File: src/shared/mdbc_defines.svh
// constants of the motor drive bus control block
`ifndef MDBC_DEFINES_SVH
`define MDBC_DEFINES_SVH
// ----------------------------------------
// timing
// ----------------------------------------
`define MDBC_CLK_NS     4
`define MDBC_TICK_US    500
`define MDBC_TICK_CYC   ((`MDBC_TICK_US * 1000) / `MDBC_CLK_NS)
`define MDBC_KEY_US     500000
`define MDBC_KEY_TICKS  (`MDBC_KEY_US / `MDBC_TICK_US)
`define MDBC_SEQ_US     18500
`define MDBC_SEQ_TICKS  (((`MDBC_SEQ_US + `MDBC_TICK_US - 1) / `MDBC_TICK_US) + 1)
// ----------------------------------------
// frequencies in Hz, ramps in 0.1 s
// ----------------------------------------
`define MDBC_F1_HZ      6'h1E
`define MDBC_F2_HZ      6'h28
`define MDBC_F3_HZ      6'h32
`define MDBC_POT_MAX_HZ 6'h32
`define MDBC_ACC_RST    16'h0064
`define MDBC_DEC_RST    16'h0014
// ----------------------------------------
// register byte offsets
// ----------------------------------------
`define MDBC_REG_CTRL   8'h00
`define MDBC_REG_ACC    8'h04
`define MDBC_REG_DEC    8'h08
`define MDBC_REG_STAT   8'h0C
`define MDBC_REG_IRQS   8'h10
`define MDBC_REG_IRQM   8'h14
`define MDBC_REG_FAULT  8'h18
// ----------------------------------------
// fields and reset values
// ----------------------------------------
`define MDBC_CTRL_ENH   0
`define MDBC_CTRL_EXT   1
`define MDBC_CTRL_RST   2'h0
`define MDBC_IRQ_FAULT  0
`define MDBC_IRQ_KEYCLR 1
`define MDBC_IRQ_BUSRST 2
`define MDBC_IRQ_BLOCK  3
`define MDBC_IRQ_RST    4'h0
`define MDBC_IN_RST     4'h2
`define MDBC_FLT_MOTOR  6
`endif

File: src/shared/mdbc_pkg.sv
// types of the motor drive bus control block
package mdbc_pkg;
    typedef enum logic [1:0] {
        MDBC_KEY_OFF  = 2'b00,
        MDBC_KEY_HAND = 2'b01,
        MDBC_KEY_AUTO = 2'b10
    } mdbc_key_t;

    typedef enum logic [1:0] {
        MDBC_SEQ_IDLE = 2'b00,
        MDBC_SEQ_LOW  = 2'b01,
        MDBC_SEQ_HIGH = 2'b10,
        MDBC_SEQ_DONE = 2'b11
    } mdbc_seq_t;

    typedef struct packed {
        logic [3:0]  out_bits;
        logic [3:0]  in_bits;
        logic [1:0]  ctrl;
        logic [15:0] acc;
        logic [15:0] dec;
        logic [6:0]  lat;
        logic [3:0]  irq_st;
        logic [3:0]  irq_mk;
        logic [17:0] tick_cnt;
        logic [10:0] key_cnt;
        logic [5:0]  seq_cnt;
        mdbc_seq_t   seq;
        logic        st_done;
        logic        blocked;
        logic        sup_q;
        logic [31:0] rdata;
        logic        run_cw;
        logic        run_ccw;
        logic [5:0]  ref_freq;
    } mdbc_state_t;
endpackage

File: src/logic/mdbc_top.sv
// motor drive bus control: bus bits, faults, key reset, bus reset sequence
//
// What this block does
// - in automatic, forward bit alone runs clockwise, reverse bit alone anticlockwise, both or neither mean no enable.
// - frequency-select bits pick 30, 40 or 50 Hz as a binary code.
// - with no frequency-select bit the potentiometer value, limited to 0 to 50 Hz, is used.
// - all power stage faults form one group error, error bit reads 0 on error, mode bit reads 1 in automatic.
// - the third and fourth input bits show external inputs a and b, 1 when applied.
// - a power stage fault, or a motor fault on the standard variant, removes drive so the motor coasts.
// - on the enhanced variant a motor fault stops the motor with the default deceleration ramp.
// - holding the key-switch in Off for about 0.5 s clears a latched error, shorter presses do nothing.
// - on the enhanced variant in automatic both direction bits set is a bus reset request, not a run.
// - the reset happens only after both bits low for 18.5 ms and then high for 18.5 ms.
// - after self-test the power stage faults are detected and readable over the register port.
// - on the enhanced variant the motor fault is a separate diagnostic status.
// - a replacement unit with the key in Off clears all errors within 0.5 s.
// - out of reset the ramps are 10 s acceleration and 2 s deceleration.
// - after supply return in manual mode restart is blocked until the key is turned to Off.
`timescale 1ns/1ps
`include "mdbc_defines.svh"
module mdbc_top #(
    parameter int TICK_CYC = `MDBC_TICK_CYC
) (
    input  wire logic        CLK,
    input  wire logic        RST,
    input  wire logic        XCHG,
    input  wire logic [3:0]  OUT_BITS,
    output      logic [3:0]  IN_BITS,
    input  wire logic [1:0]  KEY_POS,
    input  wire logic        HAND_CW,
    input  wire logic        HAND_CCW,
    input  wire logic        SELFTEST_DONE,
    input  wire logic        SUPPLY_OK,
    input  wire logic [5:0]  PWR_FAULT,
    input  wire logic        MOTOR_FAULT,
    input  wire logic        EXTERNAL_INPUT_A,
    input  wire logic        EXTERNAL_INPUT_B,
    input  wire logic [5:0]  POT_FREQ,
    output      logic        RUN_CW,
    output      logic        RUN_CCW,
    output      logic [5:0]  REF_FREQ,
    output      logic        COAST,
    output      logic        RAMP_STOP,
    output      logic        MOTOR_DIAG,
    output      logic [15:0] ACC_TIME,
    output      logic [15:0] DEC_TIME,
    input  wire logic [7:0]  ADDR,
    input  wire logic [31:0] WDATA,
    input  wire logic        WR,
    input  wire logic        RD,
    output      logic [31:0] RDATA,
    output      logic        IRQ
);
    // ----------------------------------------
    // state
    // ----------------------------------------
    mdbc_pkg::mdbc_state_t st;
    mdbc_pkg::mdbc_state_t next_st;

    logic       enh;
    logic       auto_mode;
    logic       key_off;
    logic       tick;
    logic       both_low;
    logic       both_high;
    logic       group_err;
    logic       coast;
    logic       ramp_stop;
    logic       key_clear;
    logic       bus_clear;
    logic       clear_err;
    logic [6:0] fault_in;
    logic [3:0] irq_ev;
    logic [5:0] pot_hz;

    // ----------------------------------------
    // decode
    // ----------------------------------------
    always_comb begin
        enh       = st.ctrl[`MDBC_CTRL_ENH];
        auto_mode = (mdbc_pkg::mdbc_key_t'(KEY_POS) == mdbc_pkg::MDBC_KEY_AUTO);
        key_off   = (mdbc_pkg::mdbc_key_t'(KEY_POS) == mdbc_pkg::MDBC_KEY_OFF);
        tick      = (st.tick_cnt == 18'(TICK_CYC - 1));
        both_low  = ~st.out_bits[0] & ~st.out_bits[1];
        both_high = st.out_bits[0] & st.out_bits[1];
        if (st.st_done) begin
            fault_in = {MOTOR_FAULT, PWR_FAULT};
        end else begin
            fault_in = 7'h00;
        end
        group_err = |st.lat;
        coast     = (|st.lat[5:0]) | (st.lat[`MDBC_FLT_MOTOR] & ~enh);
        ramp_stop = st.lat[`MDBC_FLT_MOTOR] & enh & ~coast;
        key_clear = key_off & tick & (st.key_cnt == 11'(`MDBC_KEY_TICKS - 1));
        bus_clear = tick & (st.seq == mdbc_pkg::MDBC_SEQ_HIGH)
                  & (st.seq_cnt == 6'(`MDBC_SEQ_TICKS - 1)) & both_high;
        clear_err = key_clear | bus_clear;
        if (POT_FREQ > `MDBC_POT_MAX_HZ) begin
            pot_hz = `MDBC_POT_MAX_HZ;
        end else begin
            pot_hz = POT_FREQ;
        end
    end

    // ----------------------------------------
    // next state
    // ----------------------------------------
    always_comb begin
        next_st = st;
        irq_ev  = 4'h0;

        // ----------------------------------------
        // half-millisecond tick
        // ----------------------------------------
        if (tick) begin
            next_st.tick_cnt = 18'h00000;
        end else begin
            next_st.tick_cnt = st.tick_cnt + 18'h00001;
        end

        // ----------------------------------------
        // self-test completion
        // ----------------------------------------
        if (SELFTEST_DONE) begin
            next_st.st_done = 1'b1;
        end

        // ----------------------------------------
        // bus exchange
        // ----------------------------------------
        if (XCHG) begin
            next_st.out_bits = OUT_BITS;
            next_st.in_bits  = {EXTERNAL_INPUT_B & st.ctrl[`MDBC_CTRL_EXT],
                                EXTERNAL_INPUT_A & st.ctrl[`MDBC_CTRL_EXT],
                                ~group_err, auto_mode};
        end

        // ----------------------------------------
        // key-switch hold timer
        // ----------------------------------------
        if (!key_off) begin
            next_st.key_cnt = 11'h000;
        end else if (tick && st.key_cnt != 11'(`MDBC_KEY_TICKS)) begin
            next_st.key_cnt = st.key_cnt + 11'h001;
        end

        // ----------------------------------------
        // bus reset sequence
        // ----------------------------------------
        if (!(enh && auto_mode)) begin
            next_st.seq     = mdbc_pkg::MDBC_SEQ_IDLE;
            next_st.seq_cnt = 6'h00;
        end else begin
            case (st.seq)
                mdbc_pkg::MDBC_SEQ_IDLE: begin
                    next_st.seq_cnt = 6'h00;
                    if (both_low) begin
                        next_st.seq = mdbc_pkg::MDBC_SEQ_LOW;
                    end
                end
                mdbc_pkg::MDBC_SEQ_LOW: begin
                    if (both_high && st.seq_cnt == 6'(`MDBC_SEQ_TICKS)) begin
                        next_st.seq     = mdbc_pkg::MDBC_SEQ_HIGH;
                        next_st.seq_cnt = 6'h00;
                    end else if (!both_low) begin
                        next_st.seq = mdbc_pkg::MDBC_SEQ_IDLE;
                    end else if (tick && st.seq_cnt != 6'(`MDBC_SEQ_TICKS)) begin
                        next_st.seq_cnt = st.seq_cnt + 6'h01;
                    end
                end
                mdbc_pkg::MDBC_SEQ_HIGH: begin
                    if (!both_high) begin
                        if (both_low) begin
                            next_st.seq = mdbc_pkg::MDBC_SEQ_LOW;
                        end else begin
                            next_st.seq = mdbc_pkg::MDBC_SEQ_IDLE;
                        end
                        next_st.seq_cnt = 6'h00;
                    end else if (bus_clear) begin
                        next_st.seq = mdbc_pkg::MDBC_SEQ_DONE;
                        irq_ev[`MDBC_IRQ_BUSRST] = 1'b1;
                    end else if (tick) begin
                        next_st.seq_cnt = st.seq_cnt + 6'h01;
                    end
                end
                mdbc_pkg::MDBC_SEQ_DONE: begin
                    if (!both_high) begin
                        next_st.seq     = mdbc_pkg::MDBC_SEQ_IDLE;
                        next_st.seq_cnt = 6'h00;
                    end
                end
                default: begin
                    next_st.seq = mdbc_pkg::MDBC_SEQ_IDLE;
                end
            endcase
        end

        // ----------------------------------------
        // fault latch, a new fault wins over the clear
        // ----------------------------------------
        next_st.lat = (clear_err ? 7'h00 : st.lat) | fault_in;
        if (|(fault_in & ~st.lat)) begin
            irq_ev[`MDBC_IRQ_FAULT] = 1'b1;
        end
        if (key_clear) begin
            irq_ev[`MDBC_IRQ_KEYCLR] = 1'b1;
        end

        // ----------------------------------------
        // restart block after supply return in manual mode
        // ----------------------------------------
        next_st.sup_q = SUPPLY_OK;
        if (SUPPLY_OK && !st.sup_q && !auto_mode && !key_off) begin
            next_st.blocked = 1'b1;
            irq_ev[`MDBC_IRQ_BLOCK] = 1'b1;
        end else if (key_off) begin
            next_st.blocked = 1'b0;
        end

        // ----------------------------------------
        // drive commands
        // ----------------------------------------
        next_st.run_cw  = 1'b0;
        next_st.run_ccw = 1'b0;
        if (!coast && !ramp_stop && !st.blocked && SUPPLY_OK) begin
            if (auto_mode) begin
                next_st.run_cw  = st.out_bits[0] & ~st.out_bits[1];
                next_st.run_ccw = st.out_bits[1] & ~st.out_bits[0];
            end else if (!key_off) begin
                next_st.run_cw  = HAND_CW & ~HAND_CCW;
                next_st.run_ccw = HAND_CCW & ~HAND_CW;
            end
        end
        case (st.out_bits[3:2])
            2'b01: begin
                next_st.ref_freq = `MDBC_F1_HZ;
            end
            2'b10: begin
                next_st.ref_freq = `MDBC_F2_HZ;
            end
            2'b11: begin
                next_st.ref_freq = `MDBC_F3_HZ;
            end
            default: begin
                next_st.ref_freq = pot_hz;
            end
        endcase

        // ----------------------------------------
        // register writes
        // ----------------------------------------
        if (WR) begin
            case (ADDR)
                `MDBC_REG_CTRL: begin
                    next_st.ctrl = WDATA[1:0];
                end
                `MDBC_REG_ACC: begin
                    next_st.acc = WDATA[15:0];
                end
                `MDBC_REG_DEC: begin
                    next_st.dec = WDATA[15:0];
                end
                `MDBC_REG_IRQS: begin
                    next_st.irq_st = st.irq_st & ~WDATA[3:0];
                end
                `MDBC_REG_IRQM: begin
                    next_st.irq_mk = WDATA[3:0];
                end
                default: begin
                end
            endcase
        end
        next_st.irq_st = next_st.irq_st | irq_ev;

        // ----------------------------------------
        // register reads, answered in the next cycle
        // ----------------------------------------
        next_st.rdata = 32'h00000000;
        if (RD) begin
            case (ADDR)
                `MDBC_REG_CTRL: begin
                    next_st.rdata = {30'h0000000, st.ctrl};
                end
                `MDBC_REG_ACC: begin
                    next_st.rdata = {16'h0000, st.acc};
                end
                `MDBC_REG_DEC: begin
                    next_st.rdata = {16'h0000, st.dec};
                end
                `MDBC_REG_STAT: begin
                    next_st.rdata = {20'h00000, st.seq, st.blocked, st.st_done,
                                     ramp_stop, coast, group_err, 1'b0, st.in_bits};
                end
                `MDBC_REG_IRQS: begin
                    next_st.rdata = {28'h0000000, st.irq_st};
                end
                `MDBC_REG_IRQM: begin
                    next_st.rdata = {28'h0000000, st.irq_mk};
                end
                `MDBC_REG_FAULT: begin
                    next_st.rdata = {25'h000000, st.lat};
                end
                default: begin
                    next_st.rdata = 32'h00000000;
                end
            endcase
        end
    end

    // ----------------------------------------
    // registers
    // ----------------------------------------
    always_ff @(posedge CLK or posedge RST) begin
        if (RST) begin
            st          <= '0;
            st.in_bits  <= `MDBC_IN_RST;
            st.sup_q    <= 1'b1;
            st.ctrl     <= `MDBC_CTRL_RST;
            st.acc      <= `MDBC_ACC_RST;
            st.dec      <= `MDBC_DEC_RST;
            st.irq_st   <= `MDBC_IRQ_RST;
            st.irq_mk   <= `MDBC_IRQ_RST;
            st.seq      <= mdbc_pkg::MDBC_SEQ_IDLE;
            st.ref_freq <= 6'h00;
        end else begin
            st <= next_st;
        end
    end

    // ----------------------------------------
    // outputs
    // ----------------------------------------
    always_comb begin
        IN_BITS    = st.in_bits;
        RUN_CW     = st.run_cw;
        RUN_CCW    = st.run_ccw;
        REF_FREQ   = st.ref_freq;
        COAST      = coast;
        RAMP_STOP  = ramp_stop;
        MOTOR_DIAG = enh & st.lat[`MDBC_FLT_MOTOR];
        ACC_TIME   = st.acc;
        DEC_TIME   = st.dec;
        RDATA      = st.rdata;
        IRQ        = |(st.irq_st & st.irq_mk);
    end
endmodule

File: config.mk
export PLATFORM = sky130hd
export DESIGN_NAME = mdbc_top
export DESIGN_NICKNAME = d
export VERILOG_FILES = /design/src/shared/mdbc_pkg.sv /design/src/logic/mdbc_top.sv
export VERILOG_INCLUDE_DIRS = /design/src /design/src/shared
export SDC_FILE = /design/constraint.sdc
export NUM_CORES = 1
export LEC_CHECK = 0
export BUFFER_PORTS_ARGS = -buffer_cell sky130_fd_sc_hd__buf_2
export CORE_ASPECT_RATIO = 1.1
export CORE_UTILIZATION = 50
export CTS_CLUSTER_SIZE = 20
export DETAILED_ROUTE_END_ITERATION = 10
export GPL_ROUTABILITY_DRIVEN = 0
export PLACE_DENSITY = 0.75
export SKIP_LAST_GASP = 1
export SYNTH_ARGS = -nofsm -noshare
export SYNTH_HDL_FRONTEND = slang
export SYNTH_SLANG_ARGS = --single-unit
export TNS_END_PERCENT = 20
File: constraint.sdc
create_clock -name CLK -period 11.4 [get_ports CLK]
set_clock_uncertainty 0.05 [all_clocks]
set_input_delay 1.71 -clock CLK [delete_from_list [all_inputs] [get_ports CLK]]
set_output_delay 1.71 -clock CLK [all_outputs]
set_load 0.01 [all_outputs]
==> results of run 1 <==
## cells in the mapped netlist, types with 5 or more instances
library cell,number,area [µm²]
a32oi_1,5,43.8
nor2b_1,7,43.8
nor2_1,36,135
nand2_1,39,146
or3_1,8,50.1
nand4_1,7,43.8
nand3_1,24,120
nor3_1,5,25.0
dfstp_2,7,184
inv_1,28,105
mux2_4,10,150
a22o_1,11,96.3
clkbuf_1,10,37.5
and3_1,9,56.3
mux2_2,37,417
ha_1,14,175
xnor2_1,12,105
a22oi_1,16,120
a21oi_1,18,90.1
buf_4,74,556
o21ai_0,19,95.1
dfrtp_1,114,2850
## power by group through the flow
stage | registers [mW] | clock network [mW] | logic [mW]
2_1_floorplan | 0.456 | 0 | 0.0564
3_3_place_gp | 0.459 | 0 | 0.0680
3_5_place_dp | 0.460 | 0 | 0.0703
4_1_cts | 0.452 | 0.594 | 0.0707
5_1_grt | 0.454 | 0.613 | 0.0783
6_report | 0.452 | 0.588 | 0.0701
## final timing paths
| kind | start | to | slack (ns) | depth (start not counted) |
|---|---|---|---|---|
| setup / recovery | st[91] | RAMP_STOP | 7.81 | 3 |
| hold reg to reg | st[79] | st[79] | 0.46 | 1 |
| hold / removal | st[79] | st[79] | 0.46 | 1 |
| setup reg to reg | st[62] | st[92] | 8.72 | 6 |
| max in group asynchronous | RST | DEC_TIME[7] | 8.70 | 3 |
| min in group asynchronous | RST | st[66] | 1.44 | 2 |
## per-stage QoR
step / hold slack, ns / power (mW)
floorplan: 0.396 / 0.513
global placement: 0.419 / 0.526
detailed placement: 0.436 / 0.530
CTS: 0.462 / 1.12
global route: 0.485 / 1.14
finish: 0.463 / 1.11
## cell families (layout without fill, tap and decap cells)
| family | count (synthesis) | after routing |
|---|---|---|
| AO/OA/AOI/OAI | 101 | 101 |
| XOR/XNOR | 16 | 16 |
| multiplexers | 51 | 51 |
| flip-flops | 121 | 121 |
| buffers and inverters | 117 | 178 |
| other | 1 | 16 |
| adder cells (fa/ha/maj) | 14 | 14 |
| AND/OR/NAND/NOR | 169 | 169 |
## layout by cell type (no fill, tap or decap), drive strengths merged, types with 4 or more instances in the layout
cell        n
buf       118
dfrtp     114
mux2       47
nand2      40
nor2       37
inv        30
nand3      24
o21ai      19
a21oi      18
clkbuf     17
a22oi      16
conb       16
ha         14
xnor2      12
a22o       11
and3       10
or3         8
dfstp       7
nand4       7
nor2b       7
nor3        6
a32oi       5
bufinv      5
clkinvlp    5
a31oi       4
nor4        4
and4        4
o221ai      4
o211ai      4
xor2        4
or4         4
and2        4
## flip-flops by register name, summed over array words and instances, names as in the netlist
name	cells
st	60
ACC_TIME	16
DEC_TIME	16
RDATA	16
REF_FREQ	6
IN_BITS	4
RUN_CCW	1
RUN_CW	1
enh	1
## per-layer routing
metal	vias to the layer above	global-route usage	routed length, µm
li1	2143	-	-
met1	2331	0.268	5770
met2	167	0.393	7540
met3	35	0.0604	880
met4	0	0.103	386
met5	-	0	0
## critical path, cell delays in order, from the launching register on
cell and delay (ns):
dfrtp_1 0.42, nor4_1 0.53, and3_1 0.31, buf_2 0.15
## final cells by class
cell class              instances  area, µm²
fillers                      1003       5010
repair buffers                118        593
multi-input cells             367       2660
inverters                      28        108
clock inverters                15        224
well taps                     154        193
clock buffers                  17        425
flip-flops and latches        121       3040
==> qor.yml, run 1 <==
drt_iter0_drc: 333
grt_overflow: 0
power_density_mw_per_mm2: 154
peakVddDrop_mv: 0.103
synth-xor-area-share: 0.0219
synth_mux_area_frac: 0.0987
syn_area_mm2: 0.00640
syn_avg_cell_area_um2: 10.8
post_cts_buffers: 0
drive_gt1_frac: 0.333
synth_fa_ha_area_frac: 0.0274
postRouteAntennaNets: 0
synth_cell_types: 67
worstPathMaxFanout: 4
finalNonFillerCells: 820
viasPerCell: 5.70
clk_pin_slew_worst_paths_ns: 0.05
io_pins: 150
grt_usage: 0.230
drc: 0
wirelength_mm: 14.6
clock_latency_ns: 0.42
cts_sinks: 121
clk_path_buf_depth: 2
finalNetCount: 737
synth_compound_area_frac: 0.112
place_ws_ns: 7.62
cts.htree.levels: 4
io_buffers: 117
final.setup.tns_ns: 0
layout_setup_ws_ns: 7.81
grt_pass1_wl_mm: 23.1
start_util: 0.523
synth_edf_count: 0
ys.flop_type: "dfrtp_1"
switching_share: 0.226
antenna_found_initial: 0
synth_simple_gate_area_frac: 0.146
cap_violations: 0
crit_required_ns: 9.64
worstMarginPinSlew_ns: 0.907
yosys_warnings: 0
fin_area_mm2: 0.00724
fmax_mhz: 278
combPwrFrac: 0.063
rows: 42
vias: 4676
path_class: "reg -> out"
worst_slew_margin_rel: 0.395
critPathLaunchType: "register"
cts_resized: 0
synth_top_family_by_area: "simple AND/OR/NAND/NOR gates"
drv_slew: 0
rsz0062_at_grt: "no"
fp.dieH_um: 121
grt_max_degree: 74
min_path_type: "reg -> reg"
area_growth_pct: 13.1
cts_tree: "yes"
finalCritPeriodShare: 0.315
period_minus_slack_ns: 3.59
internal_power_uw: 859
diodes: 0
fp.dieW_um: 110
dpl_cell_area_mm2: 0.00659
postCtsHoldBufs: 0
grt_pass1_vias: 4788
finish.utilization: 0.591
clock_power_share: 0.530
p_leak_nw: 3.48
ys_seq_elements: 121
placed_cells: 788
ys_seq_area_frac: 0.474
die-area_mm2: 0.0133
firstDrtPassIters: 5
cts_root_buffer: "clkbuf_16"
worstPathArrival_ns: 1.83
hpwl_mm: 10.3
hold_viol: 0
status: "finished clean"
setup-violations-final: 0
wl_per_cell_um: 17.8
core_mm2: 0.0122
synthArstFlopShare: 1.00
syn_inst: 590
setup.worst_path.end_class: "output pin"
cts_made_buffers: 17
net-switching-power_uw: 251
sequentialPowerShare: 0.407
No activity file was read; power rests on OpenSTA's default activity.
==> run 2: changes to the inputs <==
clock period = 3.33 ns   (was 11.4 ns; I/O delays follow)
==> run 2 against run 1 <==
Effect of this change: via count shrank 0.68%; worst setup slack lost 7.0 ns; combinational power grew to 3.4 times the previous value; cell count grew 0.12%; sequential share of layout area is essentially flat; global-route usage shrank 0.66 points; die area is the same; hold slack lost 0.31 ns; largest power group unchanged.
==> qor.yml, run 2 (synthesized netlist as in run 1, its figures left out) <==
grt_pass1_wl_mm: 22.5
fill_cells: 1004
path_buf_inv: 0
cts_tree: "yes"
combPwrFrac: 0.064
min_path_type: "in -> reg"
hpwl_mm: 9.83
finalNetCount: 738
switching_share: 0.229
area_growth_pct: 13.0
drc: 0
postRouteAntennaNets: 0
viasPerCell: 5.66
firstDrtPassIters: 5
hold_viol: 0
final_cell_mix: "buf_2, dfrtp_1, nand2_1"
p_total_mw: 3.72
postCtsHoldBufs: 0
grt_usage: 0.224
worst_slew_margin_rel: 0.555
clock_power_share: 0.520
largest_register_ffs: 60
path_cells: "ha_1 -> and2_1 -> nand4_1 -> a2111oi_2 -> o21a_2 -> mux2_2"
sequentialPowerShare: 0.416
vias: 4644
power_density_mw_per_mm2: 514
slowest_stage: "a2111oi_2"
core_mm2: 0.0122
cts_resized: 0
period_minus_slack_ns: 2.56
rsz0062_at_grt: "no"
setup.worst_path.end_class: "register"
grt_max_degree: 122
diodes: 0
finish.utilization: 0.591
peakVddDrop_mv: 0.323
fp.dieH_um: 121
net-switching-power_uw: 851
regMostFlops: "st"
io_pins: 150
path_delay_family: "compound AO/OA/AOI/OAI gates"
start_util: 0.523
cap_violations: 0
fp.dieW_um: 110
worstPathArrival_ns: 2.81
status: "finished clean"
drt_iter0_drc: 302
path_class: "reg -> reg"
finalCritPeriodShare: 0.769
crit_path_max_incr_delay_ns: 0.66
cts_made_buffers: 17
drive_gt1_frac: 0.334
wirelength_mm: 14.1
clk_pin_slew_worst_paths_ns: 0.06
io_buffers: 117
worstPathMaxFanout: 6
crit_required_ns: 3.58
layout_commonest_cell: "buf_2"
final.setup.tns_ns: 0
post_cts_buffers: 0
hold_ws_ns: 0.158
p_leak_nw: 3.49
grt_pass1_vias: 4557
antenna_found_initial: 0
die-area_mm2: 0.0133
worstMarginPinSlew_ns: 0.666
clock_latency_ns: 0.41
fmax_mhz: 391
cts.htree.levels: 4
internal_power_mw: 2.87
grt_overflow: 0
wl_per_cell_um: 17.2
drv_slew: 0
critPathLaunchType: "register"
cts_sinks: 121
setup-violations-final: 0
clk_path_buf_depth: 2
rows: 42
cts_root_buffer: "clkbuf_16"
run 2: layout make-up:
| class | instances | area [µm²] | area share |
|---|---|---|---|
| clock buffer | 17 | 425 | 0.0588 |
| clock inverter | 15 | 200 | 0.0277 |
| tap | 154 | 193 | 0.0266 |
| inverter | 28 | 109 | 0.0150 |
| sequential | 121 | 3040 | 0.420 |
| timing repair buffer | 119 | 613 | 0.0848 |
| multi-input combinational | 367 | 2660 | 0.367 |
run 2: power by group through the flow:
stage	clock network, mW	logic [mW]	registers, mW
floorplan	0	0.193	1.56
global placement	0	0.234	1.57
detailed placement	0	0.240	1.57
CTS	1.95	0.242	1.55
global route	2.02	0.268	1.55
finish	1.93	0.239	1.55
run 2: metrics by stage:
step	setup slack (ns)	instance area, µm²	std cells
final	0.770	7230	821
after global routing	0.625	7230	821
after CTS	0.830	7230	821
after detailed placement	0.755	6610	789
after global placement	0.786	6610	789
after floorplan	1.00	6460	605
run 2: path summary, 6_finish.rpt:
kind	startpoint	end	slack (ns)	depth (start not counted)
worst max-delay path	st[62]	st[46]	0.77	6
worst min-delay path	SUPPLY_OK	st[40]	0.16	1
worst max register to register	st[62]	st[46]	0.77	6
worst min register to register	st[79]	st[79]	0.44	1
max in group asynchronous	RST	DEC_TIME[9]	2.53	3
min in group asynchronous	RST	RDATA[2]	0.22	3
run 2: per-layer routing:
layer	wire length [µm]	share of wire	vias up	GRT usage
met5	0	0	-	0
met4	280	0.020	0	0.0867
met3	885	0.063	28	0.0588
met2	7210	0.51	184	0.372
met1	5760	0.41	2285	0.274
li1	-	-	2147	-
run 2: worst register-to-register path, stage by stage (launching register included):
cell and delay (ns):
dfrtp_1 0.40, ha_1 0.24, and2_1 0.24, nand4_1 0.24, a2111oi_2 0.66, o21a_2 0.28, mux2_2 0.34
==> run 3: changes to the inputs <==
CORE_UTILIZATION = 49   (was 50)
PLACE_DENSITY = 0.77   (was 0.75)
clock period = 2.1 ns   (was 3.33 ns; I/O delays follow)
==> run 3 against run 2 <==
Effect of this change: the run now ends with DRC left; via count grew 5.9%; critical path depth shrank 3; worst setup slack lost 0.71 ns.
==> qor.yml, run 3 (synthesized netlist as in run 1, its figures left out) <==
status: "finished, violations left"
violations: "DRC"
placed_cells: 826
hpwl_mm: 10.9
finalNonFillerCells: 862
peakVddDrop_mv: 0.508
cts.htree.levels: 4
antenna_found_initial: 0
finalCritPeriodShare: 0.973
grt_max_degree: 62
reg2reg_depth: 6
drive_gt1_frac: 0.376
critPathLaunchType: "register"
finalNetCount: 776
drc: 30
min_path_type: "in -> reg"
switching_share: 0.247
crit_required_ns: 1.74
clock_latency_ns: 0.41
worstPathArrival_ns: 1.68
viasPerCell: 5.70
rsz0062_at_grt: "yes"
io_pins: 150
layout_setup_ws_ns: 0.0564
fmax_mhz: 489
net-switching-power_mw: 1.37
layout_commonest_cell: "buf_2"
io_buffers: 117
drt_iter0_drc: 380
grt_usage: 0.235
rows: 43
p_leak_nw: 3.63
wirelength_mm: 15.1
setup.worst_path.end_class: "output pin"
cts_root_buffer: "clkbuf_16"
r2r-end: "st[59]"
largest_register_ffs: 60
grt_pass1_vias: 4933
fp.dieH_um: 122
slowest_stage: "nor4_2"
grt_overflow: 0
path_cells: "nor4_2 -> and3_1 -> buf_2"
whs_endpoint: "st[42]"
hold_viol: 0
reg2reg_slack_ns: 0.08
r2r-start: "st[66]"
wl_per_cell_um: 17.6
place_ws_ns: -0.0955
min-delay-start: "SELFTEST_DONE"
fill_cells: 1042
diodes: 0
fp.dieW_um: 111
vias: 4917
cap_violations: 0
regMostFlops: "st"
area_growth_pct: 17.5
cts_made_buffers: 17
core_mm2: 0.0127
internal_power_mw: 4.19
clk_path_buf_depth: 2
setup-violations-final: 0
cts_tree: "yes"
drv_slew: 0
hold_depth: 2
period_minus_slack_ns: 2.04
start_util: 0.504
path_class: "reg -> out"
firstDrtPassIters: 8
power_density_mw_per_mm2: 741
crit_path_max_incr_delay_ns: 0.45
grt_pass1_wl_mm: 24.8
clock_power_share: 0.487
worstPathMaxFanout: 4
cts_sinks: 121
postRouteAntennaNets: 0
combPwrFrac: 0.072
final_cell_mix: "buf_2, dfrtp_1, nand2_1"
sequentialPowerShare: 0.441
clk_pin_slew_worst_paths_ns: 0.05
die-area_mm2: 0.0135
run 3: cell types whose count changed in the layout (fill, tap and decap cells not counted), moves of 2 or more:
cell	delta
buf_4	+35
dlygate4sd3_1	+2
bufinv_16	-3
nor4_1	-2
clkinvlp_4	+5
run 3: layer usage:
metal  GRT usage  vias to the layer above  wire (µm)
li1            -                     2216          -
met1       0.274                     2462       6000
met2       0.418                      196       7800
met3      0.0512                       43        884
met4       0.103                        0        452
met5           0                        -          0
run 3: timing repair:
item | 4_1_cts | 5_1_grt
endpoints found under the hold margin | 18 | 0
endpoints found under the setup margin | 8 | 25
hold buffers | 2 | 0
gates resized for setup | 1 | 9
setup buffers | 0 | 2
pin swaps | 0 | 4
run 3: critical path: cells and delay by family (launching register included):
kind,cells,cell delay [ns]
buffers and inverters,1,0.14
DFF,1,0.42
and+or+nand+nor,2,0.70
run 3: worst max path at each step:
stage | depth (start not counted) | slack [ns] | end | startpoint
3_3_place_gp | 7 | -0.06 | ACC_TIME[3] | ADDR[0]
2_1_floorplan | 6 | -0.06 | st[46] | st[62]
6_report | 3 | 0.06 | RAMP_STOP | st[90]
4_1_cts | 6 | -0.08 | st[48] | st[66]
5_1_grt | 6 | -0.05 | st[49] | st[45]
3_5_place_dp | 7 | -0.1 | ACC_TIME[14] | ADDR[0]
run 3: stage by stage:
step	area, µm²	TNS, ns	utilization	hold WS (ns)	total power [mW]
finish	7520	0	0.592	0.0487	5.57
CTS	7460	-0.381	0.588	0.0405	5.60
global placement	6880	-0.609	0.542	0.302	2.87
global route	7520	-0.182	0.592	0.0493	5.75
detailed placement	6880	-1.38	0.542	0.312	2.89
floorplan	6460	-0.519	-	0.269	2.78
run 3: area by class of cell:
cell class                      instances  area [µm²]  area share
Sequential cell                       121        3040       0.404
Multi-Input combinational cell        367        2700       0.360
Timing Repair Buffer                  157         916       0.122
Clock buffer                           17         425      0.0566
Tap cell                              157         196      0.0261
Clock inverter                         15         130      0.0173
Inverter                               28         109      0.0145
run 3: power groups by stage:
stage	Sequential [mW]	Clock [mW]	Combinational (mW)
2_1_floorplan	2.48	0	0.307
3_3_place_gp	2.49	0	0.384
3_5_place_dp	2.49	0	0.396
4_1_cts	2.45	2.74	0.403
5_1_grt	2.46	2.84	0.445
6_report	2.45	2.71	0.402
